`config.mk`:
```
export PLATFORM = sky130hd
export DESIGN_NAME = snc_regs
export DESIGN_NICKNAME = d
export VERILOG_FILES = /design/src/pkg/snc_pkg.sv /design/src/logic/snc_regs.sv
export VERILOG_INCLUDE_DIRS = /design/src /design/src/pkg
export SDC_FILE = /design/constraint.sdc
export NUM_CORES = 1
export LEC_CHECK = 0
export ABC_AREA = 1
export BUFFER_PORTS_ARGS = -buffer_cell sky130_fd_sc_hd__buf_4
export CAP_MARGIN = 20
export CORE_MARGIN = 8
export CORE_UTILIZATION = 50
export CTS_CLUSTER_SIZE = 16
export DETAILED_ROUTE_END_ITERATION = 7
export PLACE_DENSITY = 0.76
export SLEW_MARGIN = 20
export SYNTH_ARGS = -nofsm -noshare
export SYNTH_HDL_FRONTEND = slang
export SYNTH_SLANG_ARGS = --single-unit
```
`constraint.sdc`:
```
create_clock -name clk -period 15.85 [get_ports clk]
set_input_delay 2.3775 -clock clk [delete_from_list [all_inputs] [get_ports clk]]
set_output_delay 2.3775 -clock clk [all_outputs]
set_load 0.02 [all_outputs]
```
`src/pkg/snc_defs.svh`:
```
// constants of the switch node configuration register bank
`ifndef SNC_DEFS_SVH
`define SNC_DEFS_SVH

// ****************************************
// register numbers
// ****************************************
`define SNC_REG_IDENT 8'h00
`define SNC_REG_DESCR 8'h01
`define SNC_REG_CONFIG 8'h04
`define SNC_REG_NODE_ID 8'h05
`define SNC_REG_CLKMUL 8'h06
`define SNC_REG_SW_DIV 8'h07
`define SNC_REG_REF_DIV 8'h08
`define SNC_REG_TP_ID 8'h09
`define SNC_REG_USER 8'h0a
`define SNC_REG_DIR_LO 8'h0c

// ****************************************
// field positions and reset values
// ****************************************
`define SNC_CFG_CTL_LOCK 31
`define SNC_CFG_MUL_LOCK 8
`define SNC_CFG_HDR_ONE 0
`define SNC_MUL_NO_RESET 31
`define SNC_MUL_NO_RELOCK 30
`define SNC_MUL_BYPASS 29
`define SNC_MUL_TP_BOOT 28
`define SNC_MUL_WMASK 32'hf39f_ff7f
`define SNC_MUL_RESET 32'h0000_0000
`define SNC_SW_DIV_RESET 16'h0000
`define SNC_REF_DIV_RESET 16'h0003
`define SNC_DIR_RESET 32'h0000_0000

// identity values are arbitrary
`define SNC_REVISION 8'h01
`define SNC_VERSION 8'h02
`define SNC_LINK_COUNT 8'h04
`define SNC_SW_CORES 8'h02
`define SNC_DEV_CORES 8'h02

// relock wait, 100 us at 40 MHz
`define SNC_RELOCK_US 100
`define SNC_CLK_MHZ 40
`define SNC_RELOCK_CYC (`SNC_RELOCK_US * `SNC_CLK_MHZ)

`endif

```
`src/pkg/snc_pkg.sv`:
```
// types of the switch node configuration register bank
package snc_pkg;

  // configuration request from the switch network
  typedef struct packed {
    logic write;
    logic [7:0] number;
    logic [31:0] wdata;
  } snc_req_type;

  // answer to a request
  typedef struct packed {
    logic ack;
    logic error;
    logic [31:0] rdata;
  } snc_rsp_type;

  // clock multiplier outputs
  typedef struct packed {
    logic bypass;
    logic tp_boot;
    logic [3:0] out_ratio;
    logic [13:0] fb_ratio;
    logic [7:0] in_ratio;
  } snc_clk_type;

  typedef enum logic [2:0] {
    SNC_IDLE = 3'b001,
    SNC_WAIT = 3'b010,
    SNC_RST = 3'b100
  } snc_state_type;

endpackage : snc_pkg

```
`src/logic/snc_regs.sv`:
```
// register bank and low-dimension router of one switch node
`timescale 1ns/1ps
`include "snc_defs.svh"

module snc_regs
  import snc_pkg::*;
#(
  parameter int RELOCK_CYC = `SNC_RELOCK_CYC
)
(
  // clock and reset
  input wire logic clk,
  input wire logic rst_n,
  // configuration requests
  input wire logic req_valid,
  input wire snc_req_type req,
  output snc_rsp_type rsp,
  output logic rsp_valid,
  // pins and one-time-programmable values
  input wire logic [7:0] boot_control_pins,
  input wire logic [31:0] tp_device_id,
  input wire logic [13:0] otp_user_code,
  input wire logic [17:0] metal_id,
  input wire logic mul_locked,
  // clock multiplier and clock control
  output snc_clk_type clk_ctl,
  output logic tile_reset,
  output logic [15:0] sw_div,
  output logic [15:0] ref_div,
  output logic one_byte_header,
  // routing of the low identifier bits
  input wire logic route_valid,
  input wire logic [15:0] route_dest,
  output logic route_done,
  output logic route_local,
  output logic [3:0] route_dir
);

  // ****************************************
  // reset and input synchronisers
  // ****************************************
  logic [1:0] rst_pipe;
  logic rst_s_n;
  logic [56:0] pin_meta;
  logic [56:0] pin_sync;
  logic [56:0] pin_raw;

  // async assert, clocked release
  always_ff @(posedge clk or negedge rst_n)
  begin
    if (!rst_n)
      rst_pipe <= 2'h0;
    else
      rst_pipe <= {rst_pipe[0], 1'b1};
  end

  assign rst_s_n = rst_pipe[1];
  assign pin_raw = {boot_control_pins, tp_device_id, otp_user_code,
                    mul_locked, metal_id[1:0]};

  // pins come from outside the clock domain
  always_ff @(posedge clk or negedge rst_s_n)
  begin
    if (!rst_s_n)
    begin
      pin_meta <= 57'h0;
      pin_sync <= 57'h0;
    end
    else
    begin
      pin_meta <= pin_raw;
      pin_sync <= pin_meta;
    end
  end

  // metal id bits above 1 are static straps; synced separately
  logic [15:0] metal_meta;
  logic [15:0] metal_sync;

  always_ff @(posedge clk or negedge rst_s_n)
  begin
    if (!rst_s_n)
    begin
      metal_meta <= 16'h0000;
      metal_sync <= 16'h0000;
    end
    else
    begin
      metal_meta <= metal_id[17:2];
      metal_sync <= metal_meta;
    end
  end

  wire [7:0] boot_sync = pin_sync[56:49];
  wire [31:0] tp_id_sync = pin_sync[48:17];
  wire [13:0] user_sync = pin_sync[16:3];
  wire locked_sync = pin_sync[2];
  wire [17:0] metal_all = {metal_sync, pin_sync[1:0]};

  // ****************************************
  // boot pin capture after power-on reset
  // ****************************************
  // wait until the synchroniser holds real pin levels
  logic [1:0] boot_wait;
  logic boot_taken;
  logic [7:0] boot_latch;

  always_ff @(posedge clk or negedge rst_s_n)
  begin
    if (!rst_s_n)
    begin
      boot_wait <= 2'h0;
      boot_taken <= 1'b0;
      boot_latch <= 8'h00;
    end
    else if (!boot_taken)
    begin
      boot_wait <= boot_wait + 2'h1;
      if (boot_wait == 2'h3)
      begin
        boot_taken <= 1'b1;
        boot_latch <= boot_sync;
      end
    end
  end

  // ****************************************
  // request decode
  // ****************************************
  logic [31:0] cfg;
  logic [15:0] node_id;
  logic [31:0] mul;
  logic [31:0] dir_lo;

  wire ctl_lock = cfg[`SNC_CFG_CTL_LOCK];
  wire mul_lock = cfg[`SNC_CFG_MUL_LOCK];
  wire wr = req_valid && req.write;
  wire rd = req_valid && !req.write;
  wire hit_ident = req.number == `SNC_REG_IDENT;
  wire hit_descr = req.number == `SNC_REG_DESCR;
  wire hit_cfg = req.number == `SNC_REG_CONFIG;
  wire hit_node = req.number == `SNC_REG_NODE_ID;
  wire hit_mul = req.number == `SNC_REG_CLKMUL;
  wire hit_swd = req.number == `SNC_REG_SW_DIV;
  wire hit_refd = req.number == `SNC_REG_REF_DIV;
  wire hit_tp = req.number == `SNC_REG_TP_ID;
  wire hit_user = req.number == `SNC_REG_USER;
  wire hit_dir = req.number == `SNC_REG_DIR_LO;
  wire hit_rw = hit_cfg | hit_node | hit_mul | hit_swd | hit_refd
                | hit_dir;
  wire hit_any = hit_rw | hit_ident | hit_descr | hit_tp | hit_user;

  // the control lock guards every writable register, itself included,
  // so once set it holds until reset
  wire wr_ok = wr && !ctl_lock;
  wire wr_cfg = wr_ok && hit_cfg;
  wire wr_node = wr_ok && hit_node;
  wire wr_mul = wr_ok && hit_mul && !mul_lock;
  wire wr_swd = wr_ok && hit_swd;
  wire wr_refd = wr_ok && hit_refd;
  wire wr_dir = wr_ok && hit_dir;
  wire wr_refused = wr && hit_rw && !(wr_cfg | wr_node | wr_mul
                    | wr_swd | wr_refd | wr_dir);

  // ****************************************
  // writable registers
  // ****************************************
  // only documented bits stored; reserved bits stay zero
  wire [31:0] cfg_mask = 32'h8000_0101;
  logic [15:0] sw_div_q;
  logic [15:0] ref_div_q;

  always_ff @(posedge clk or negedge rst_s_n)
  begin
    if (!rst_s_n)
    begin
      cfg <= 32'h0000_0000;
      node_id <= 16'h0000;
      mul <= `SNC_MUL_RESET;
      sw_div_q <= `SNC_SW_DIV_RESET;
      ref_div_q <= `SNC_REF_DIV_RESET;
      dir_lo <= `SNC_DIR_RESET;
    end
    else
    begin
      if (wr_cfg)
        cfg <= req.wdata & cfg_mask;
      if (wr_node)
        node_id <= req.wdata[15:0];
      if (wr_mul)
        mul <= req.wdata & `SNC_MUL_WMASK;
      if (wr_swd)
        sw_div_q <= req.wdata[15:0];
      if (wr_refd)
        ref_div_q <= req.wdata[15:0];
      if (wr_dir)
        dir_lo <= req.wdata;
    end
  end

  // ****************************************
  // read mux
  // ****************************************
  wire [31:0] rd_ident = {8'h00, boot_latch, `SNC_REVISION,
                          `SNC_VERSION};
  wire [31:0] rd_descr = {8'h00, `SNC_LINK_COUNT, `SNC_SW_CORES,
                          `SNC_DEV_CORES};
  wire [31:0] rd_user = {user_sync, metal_all};
  wire [31:0] rd_data =
    hit_ident ? rd_ident :
    hit_descr ? rd_descr :
    hit_cfg ? cfg :
    hit_node ? {16'h0000, node_id} :
    hit_mul ? mul :
    hit_swd ? {16'h0000, sw_div_q} :
    hit_refd ? {16'h0000, ref_div_q} :
    hit_tp ? tp_id_sync :
    hit_user ? rd_user :
    hit_dir ? dir_lo : 32'h0000_0000;

  // one answer per request, the cycle after it is taken
  always_ff @(posedge clk or negedge rst_s_n)
  begin
    if (!rst_s_n)
    begin
      rsp_valid <= 1'b0;
      rsp <= '0;
    end
    else
    begin
      rsp_valid <= req_valid;
      rsp.ack <= req_valid && hit_any && !wr_refused;
      rsp.error <= req_valid && (!hit_any || wr_refused);
      rsp.rdata <= (rd && hit_any) ? rd_data : 32'h0000_0000;
    end
  end

  // ****************************************
  // clock multiplier outputs
  // ****************************************
  always_ff @(posedge clk or negedge rst_s_n)
  begin
    if (!rst_s_n)
      clk_ctl <= '0;
    else
    begin
      clk_ctl.bypass <= mul[`SNC_MUL_BYPASS];
      clk_ctl.tp_boot <= mul[`SNC_MUL_TP_BOOT];
      clk_ctl.out_ratio <= {1'b0, mul[25:23]} + 4'h1;
      clk_ctl.fb_ratio <= {1'b0, mul[20:8]} + 14'h0001;
      clk_ctl.in_ratio <= {1'b0, mul[6:0]} + 8'h01;
    end
  end

  assign sw_div = sw_div_q;
  assign ref_div = ref_div_q;
  assign one_byte_header = cfg[`SNC_CFG_HDR_ONE];

  // ****************************************
  // tile reset sequencer
  // ****************************************
  // waits for relock (or a timeout) before the one-cycle tile reset pulse; a write with SNC_MUL_NO_RELOCK set skips the wait
  snc_state_type state;
  snc_state_type next_state;
  logic [31:0] wait_cnt;
  wire no_reset = req.wdata[`SNC_MUL_NO_RESET];
  wire no_relock = req.wdata[`SNC_MUL_NO_RELOCK];
  wire wait_over = locked_sync || (wait_cnt >= RELOCK_CYC - 1);

  always_comb
  begin
    next_state = state;
    case (state)
      SNC_IDLE:
      begin
        if (wr_mul && !no_reset)
          next_state = no_relock ? SNC_RST : SNC_WAIT;
      end
      SNC_WAIT:
      begin
        if (wr_mul && no_reset)
          next_state = SNC_IDLE;
        else if (wait_over)
          next_state = SNC_RST;
      end
      SNC_RST:
        next_state = SNC_IDLE;
      default:
        next_state = SNC_IDLE;
    endcase
  end

  always_ff @(posedge clk or negedge rst_s_n)
  begin
    if (!rst_s_n)
    begin
      state <= SNC_IDLE;
      wait_cnt <= 32'h0000_0000;
    end
    else
    begin
      state <= next_state;
      wait_cnt <= (state == SNC_WAIT) ? wait_cnt + 32'h0000_0001
                                      : 32'h0000_0000;
    end
  end

  assign tile_reset = state == SNC_RST;

  // ****************************************
  // low-dimension routing
  // ****************************************
  // only bits 7..0 are compared; upper bits belong to another table
  logic [7:0] diff;
  logic [2:0] msb;
  logic any_diff;

  always_comb
  begin
    diff = route_dest[7:0] ^ node_id[7:0];
    msb = 3'h0;
    any_diff = 1'b0;
    for (int k = 0; k < 8; k++)
    begin
      if (diff[k])
      begin
        msb = 3'(k);
        any_diff = 1'b1;
      end
    end
  end

  wire [3:0] dir_pick = dir_lo[{msb, 2'b00} +: 4];

  always_ff @(posedge clk or negedge rst_s_n)
  begin
    if (!rst_s_n)
    begin
      route_done <= 1'b0;
      route_local <= 1'b0;
      route_dir <= 4'h0;
    end
    else
    begin
      route_done <= route_valid;
      route_local <= route_valid && !any_diff;
      route_dir <= (route_valid && any_diff) ? dir_pick : 4'h0;
    end
  end

endmodule : snc_regs

```
==> qor.txt <==
Area contributors post-synth: dfrtp_1, nand2_1, o21ai_0, inv_1, nor2_1
Mapped Area: 0.0143 sq mm
CP required: 16.26 ns
fin. max-slew vios: 0
PD cells: 112 mW/mm^2
fmax: 209 MHz
PnR worst setup slack: 11.07 ns
sequential fraction of the synthesis area: 65.2%
register area: 0.00934 sq mm
FILL cells: 2323
status: complete, no violations
Post-CTS Resized: 0
first-pass GRT wire length: 58.3 mm
Tcrit/Tclk final: 30.2%
share of the core filled with cells: 62.1%
CTS Hold Buffers Added: 0
Synth Net Count: 1545
Comb pwr share: 5.2%
synth unique cells: 51
Tightest Pin Transition: 1.07 ns
leak pwr: 8.37 nW
CP endpoint kind: flip-flop
H-tree levels: 2
Pwr Total: 1.97 mW
CTS clk-pin slew, worst paths: 0.06 ns
Skew-Pair Late Insertion Delay: 0.53 ns
die area: 0.0343 sq mm
sw frac: 22.3%
total gr overflow: 0
Arr. time, crit path: 5.19 ns
CP max FO: 62
worst r2r path cells: 11
setup violators final: 0
Async S/R FF share, synth: 100%
Core ar.: 0.0285 sq mm
First DRT Iteration DRCs: 1217
Via density: 5.31
largest net degree at the start of global routing: 169
Final TNS setup: 0 ns
minimum clock period: 4.78 ns
CTS Buffer Depth: 3
Syn Area/Cell: 10.2 sq um
CP startpoint kind: primary input
Die H: 185 microns
CTS root buffer: clkbuf_16
P_sw: 0.440 mW
Final Hold Fails: 0
P&R area growth vs syn: 23.4%
RSZ-0062 raised after global routing: no
vias: 10900
clk sinks: 373
DIE WIDTH: 185 microns
Max-Cap Viols: 0
Syn. warnings: 0
worst-case clock skew: 0.0165 ns
Internal: 1.53 mW
Synth top cells by count: dfrtp_1, nand2_1, o21ai_0
vias in the first global route: 10800
Synth Instances: 1406
drt total wl: 37.8 mm
DPL Wire Length: 27.0 mm
Peak supply drop: 0.0981 mV
dpl cell area: 0.0164 sq mm
fraction of layout cells with a size suffix above 1: 21.4%
gr usage total: 21.9%
Rel. slew slack: 28.4%
prevailing post-synth register cell: dfrtp_1
met2 Use GR: 34.3%
clock share of power: 43.8%
initial core utilization: 50.3%
gpl congestion: 0.914
gr busiest metal: met2
RR Endpoint: route_dir[2]
Setup CP Type: primary input to flip-flop
Worst Setup EP: dir_lo[15]
part of the power in registers: 51.0%
port bufs: 228
total setup buffers inserted after CTS: 0
multi-input logic area: 0.00433 sq mm
DR WL/cell: 18.4 microns
GR Util met3: 3.86%
EDFF count, synth: 0
antenna violations before repair: 1
type of the worst min-delay path: flip-flop to flip-flop
most frequent cell after synthesis: dfrtp_1
Synth Register Bits: 373
Placement Setup Slack: 10.56 ns
drt first pass iters: 6
IO Pins: 237
hold_sp: pin_meta[32]
Worst R2R Start: node_id[3]
Critical Path Start: req[39]
Std-Cell Rows: 62
share of the synthesized area in the top cell type: 64.6%
Final nets: 1779
CTS tree: built
post-synth top area cell: dfrtp_1
cells along the critical path: buf_4 > nor2_2 > nand3_4 > inv_1 > nand2_1 > inv_2 > nand2_2 > o21ai_0
antenna-violating nets left: 0
met1 usage in global routing: 30.0%
Remaining DRCs: 0
Final Instance Area: 0.0177 sq mm
CP max stage delay: 0.65 ns
clock buffer count from CTS: 38
slowest CP cell: nand2_2
Reg2Reg Setup Slack: 13.25 ns
-- final cells by class --
type                    instances  area share [%]
flip-flops and latches        373            52.9
multi-input cells             855            24.5
repair buffers                236            10.1
clock buffers                  56            6.27
inverters                     136            2.89
well taps                     384            2.72
clock inverters                12           0.630
diodes                          1          0.0142
-- cell families (layout without fill, tap and decap cells) --
family / Yosys count / in the layout / share of synthesized area, %
other: 1 / 2 / 0.0262
buffers and inverters: 178 / 440 / 4.74
AND/OR/NAND/NOR: 558 / 558 / 17.2
adder cells (fa/ha/maj): 5 / 5 / 0.437
flip-flops: 373 / 373 / 65.2
XOR/XNOR: 31 / 31 / 1.90
AO/OA/AOI/OAI: 252 / 252 / 9.90
multiplexers: 8 / 8 / 0.629
-- cells in the final DEF, fill, tap and decap left out, types with 21 or more instances in the layout --
| cell type | n |
|---|---|
| a21oi_1 | 47 |
| dfrtp_1 | 369 |
| clkbuf_16 | 38 |
| nor2_1 | 88 |
| nand2_1 | 326 |
| nand3_1 | 45 |
| inv_1 | 127 |
| o21ai_0 | 143 |
| xor2_1 | 21 |
| o22ai_1 | 24 |
| nor3_1 | 26 |
| buf_4 | 234 |
-- per-stage QoR --
step | hold slack, ns | instances
finish | 0.339 | 2053
global route | 0.343 | 2053
CTS | 0.339 | 2052
detailed placement | 0.335 | 1984
global placement | 0.333 | 1984
floorplan | 0.331 | 1406
-- registers in the layout (all words and copies together), names as in the netlist, 16 cells and up --
name,flops
mul,27
pin_sync,57
dir_lo,32
rsp,34
node_id,16
wait_cnt,32
pin_meta,57
metal_meta,16
ref_div,16
metal_sync,16
clk_ctl,28
sw_div,16
-- critical path, delay by kind of cell --
family / cells / cell delay, ns
simple gates: 4 / 1.54
buf+inv: 3 / 0.78
compound gates: 1 / 0.45
-- power by group through the flow --
| stage | clock (mW) | combinational, mW | sequential (mW) |
|---|---|---|---|
| 2_1_floorplan | 0 | 0.0325 | 1.03 |
| 3_3_place_gp | 0 | 0.101 | 1.02 |
| 3_5_place_dp | 0 | 0.103 | 1.02 |
| 4_1_cts | 0.882 | 0.104 | 1.00 |
| 5_1_grt | 0.921 | 0.114 | 1.01 |
| 6_report | 0.864 | 0.103 | 1.00 |
-- layer usage --
| layer | routed length (microns) | up-vias |
|---|---|---|
| met4 | 1320 | 0 |
| met3 | 3140 | 90 |
| met5 | 0 | - |
| li1 | - | 5058 |
| met2 | 17700 | 491 |
| met1 | 15600 | 5254 |
-- worst min path at each step --
stage | end | cells past startpoint
floorplan | metal_sync[0] | 0
global placement | pin_sync[56] | 0
detailed placement | metal_sync[11] | 0
CTS | pin_sync[17] | 0
global route | pin_sync[17] | 0
finish | pin_sync[32] | 0
Power figures use the tool's default switching activity.
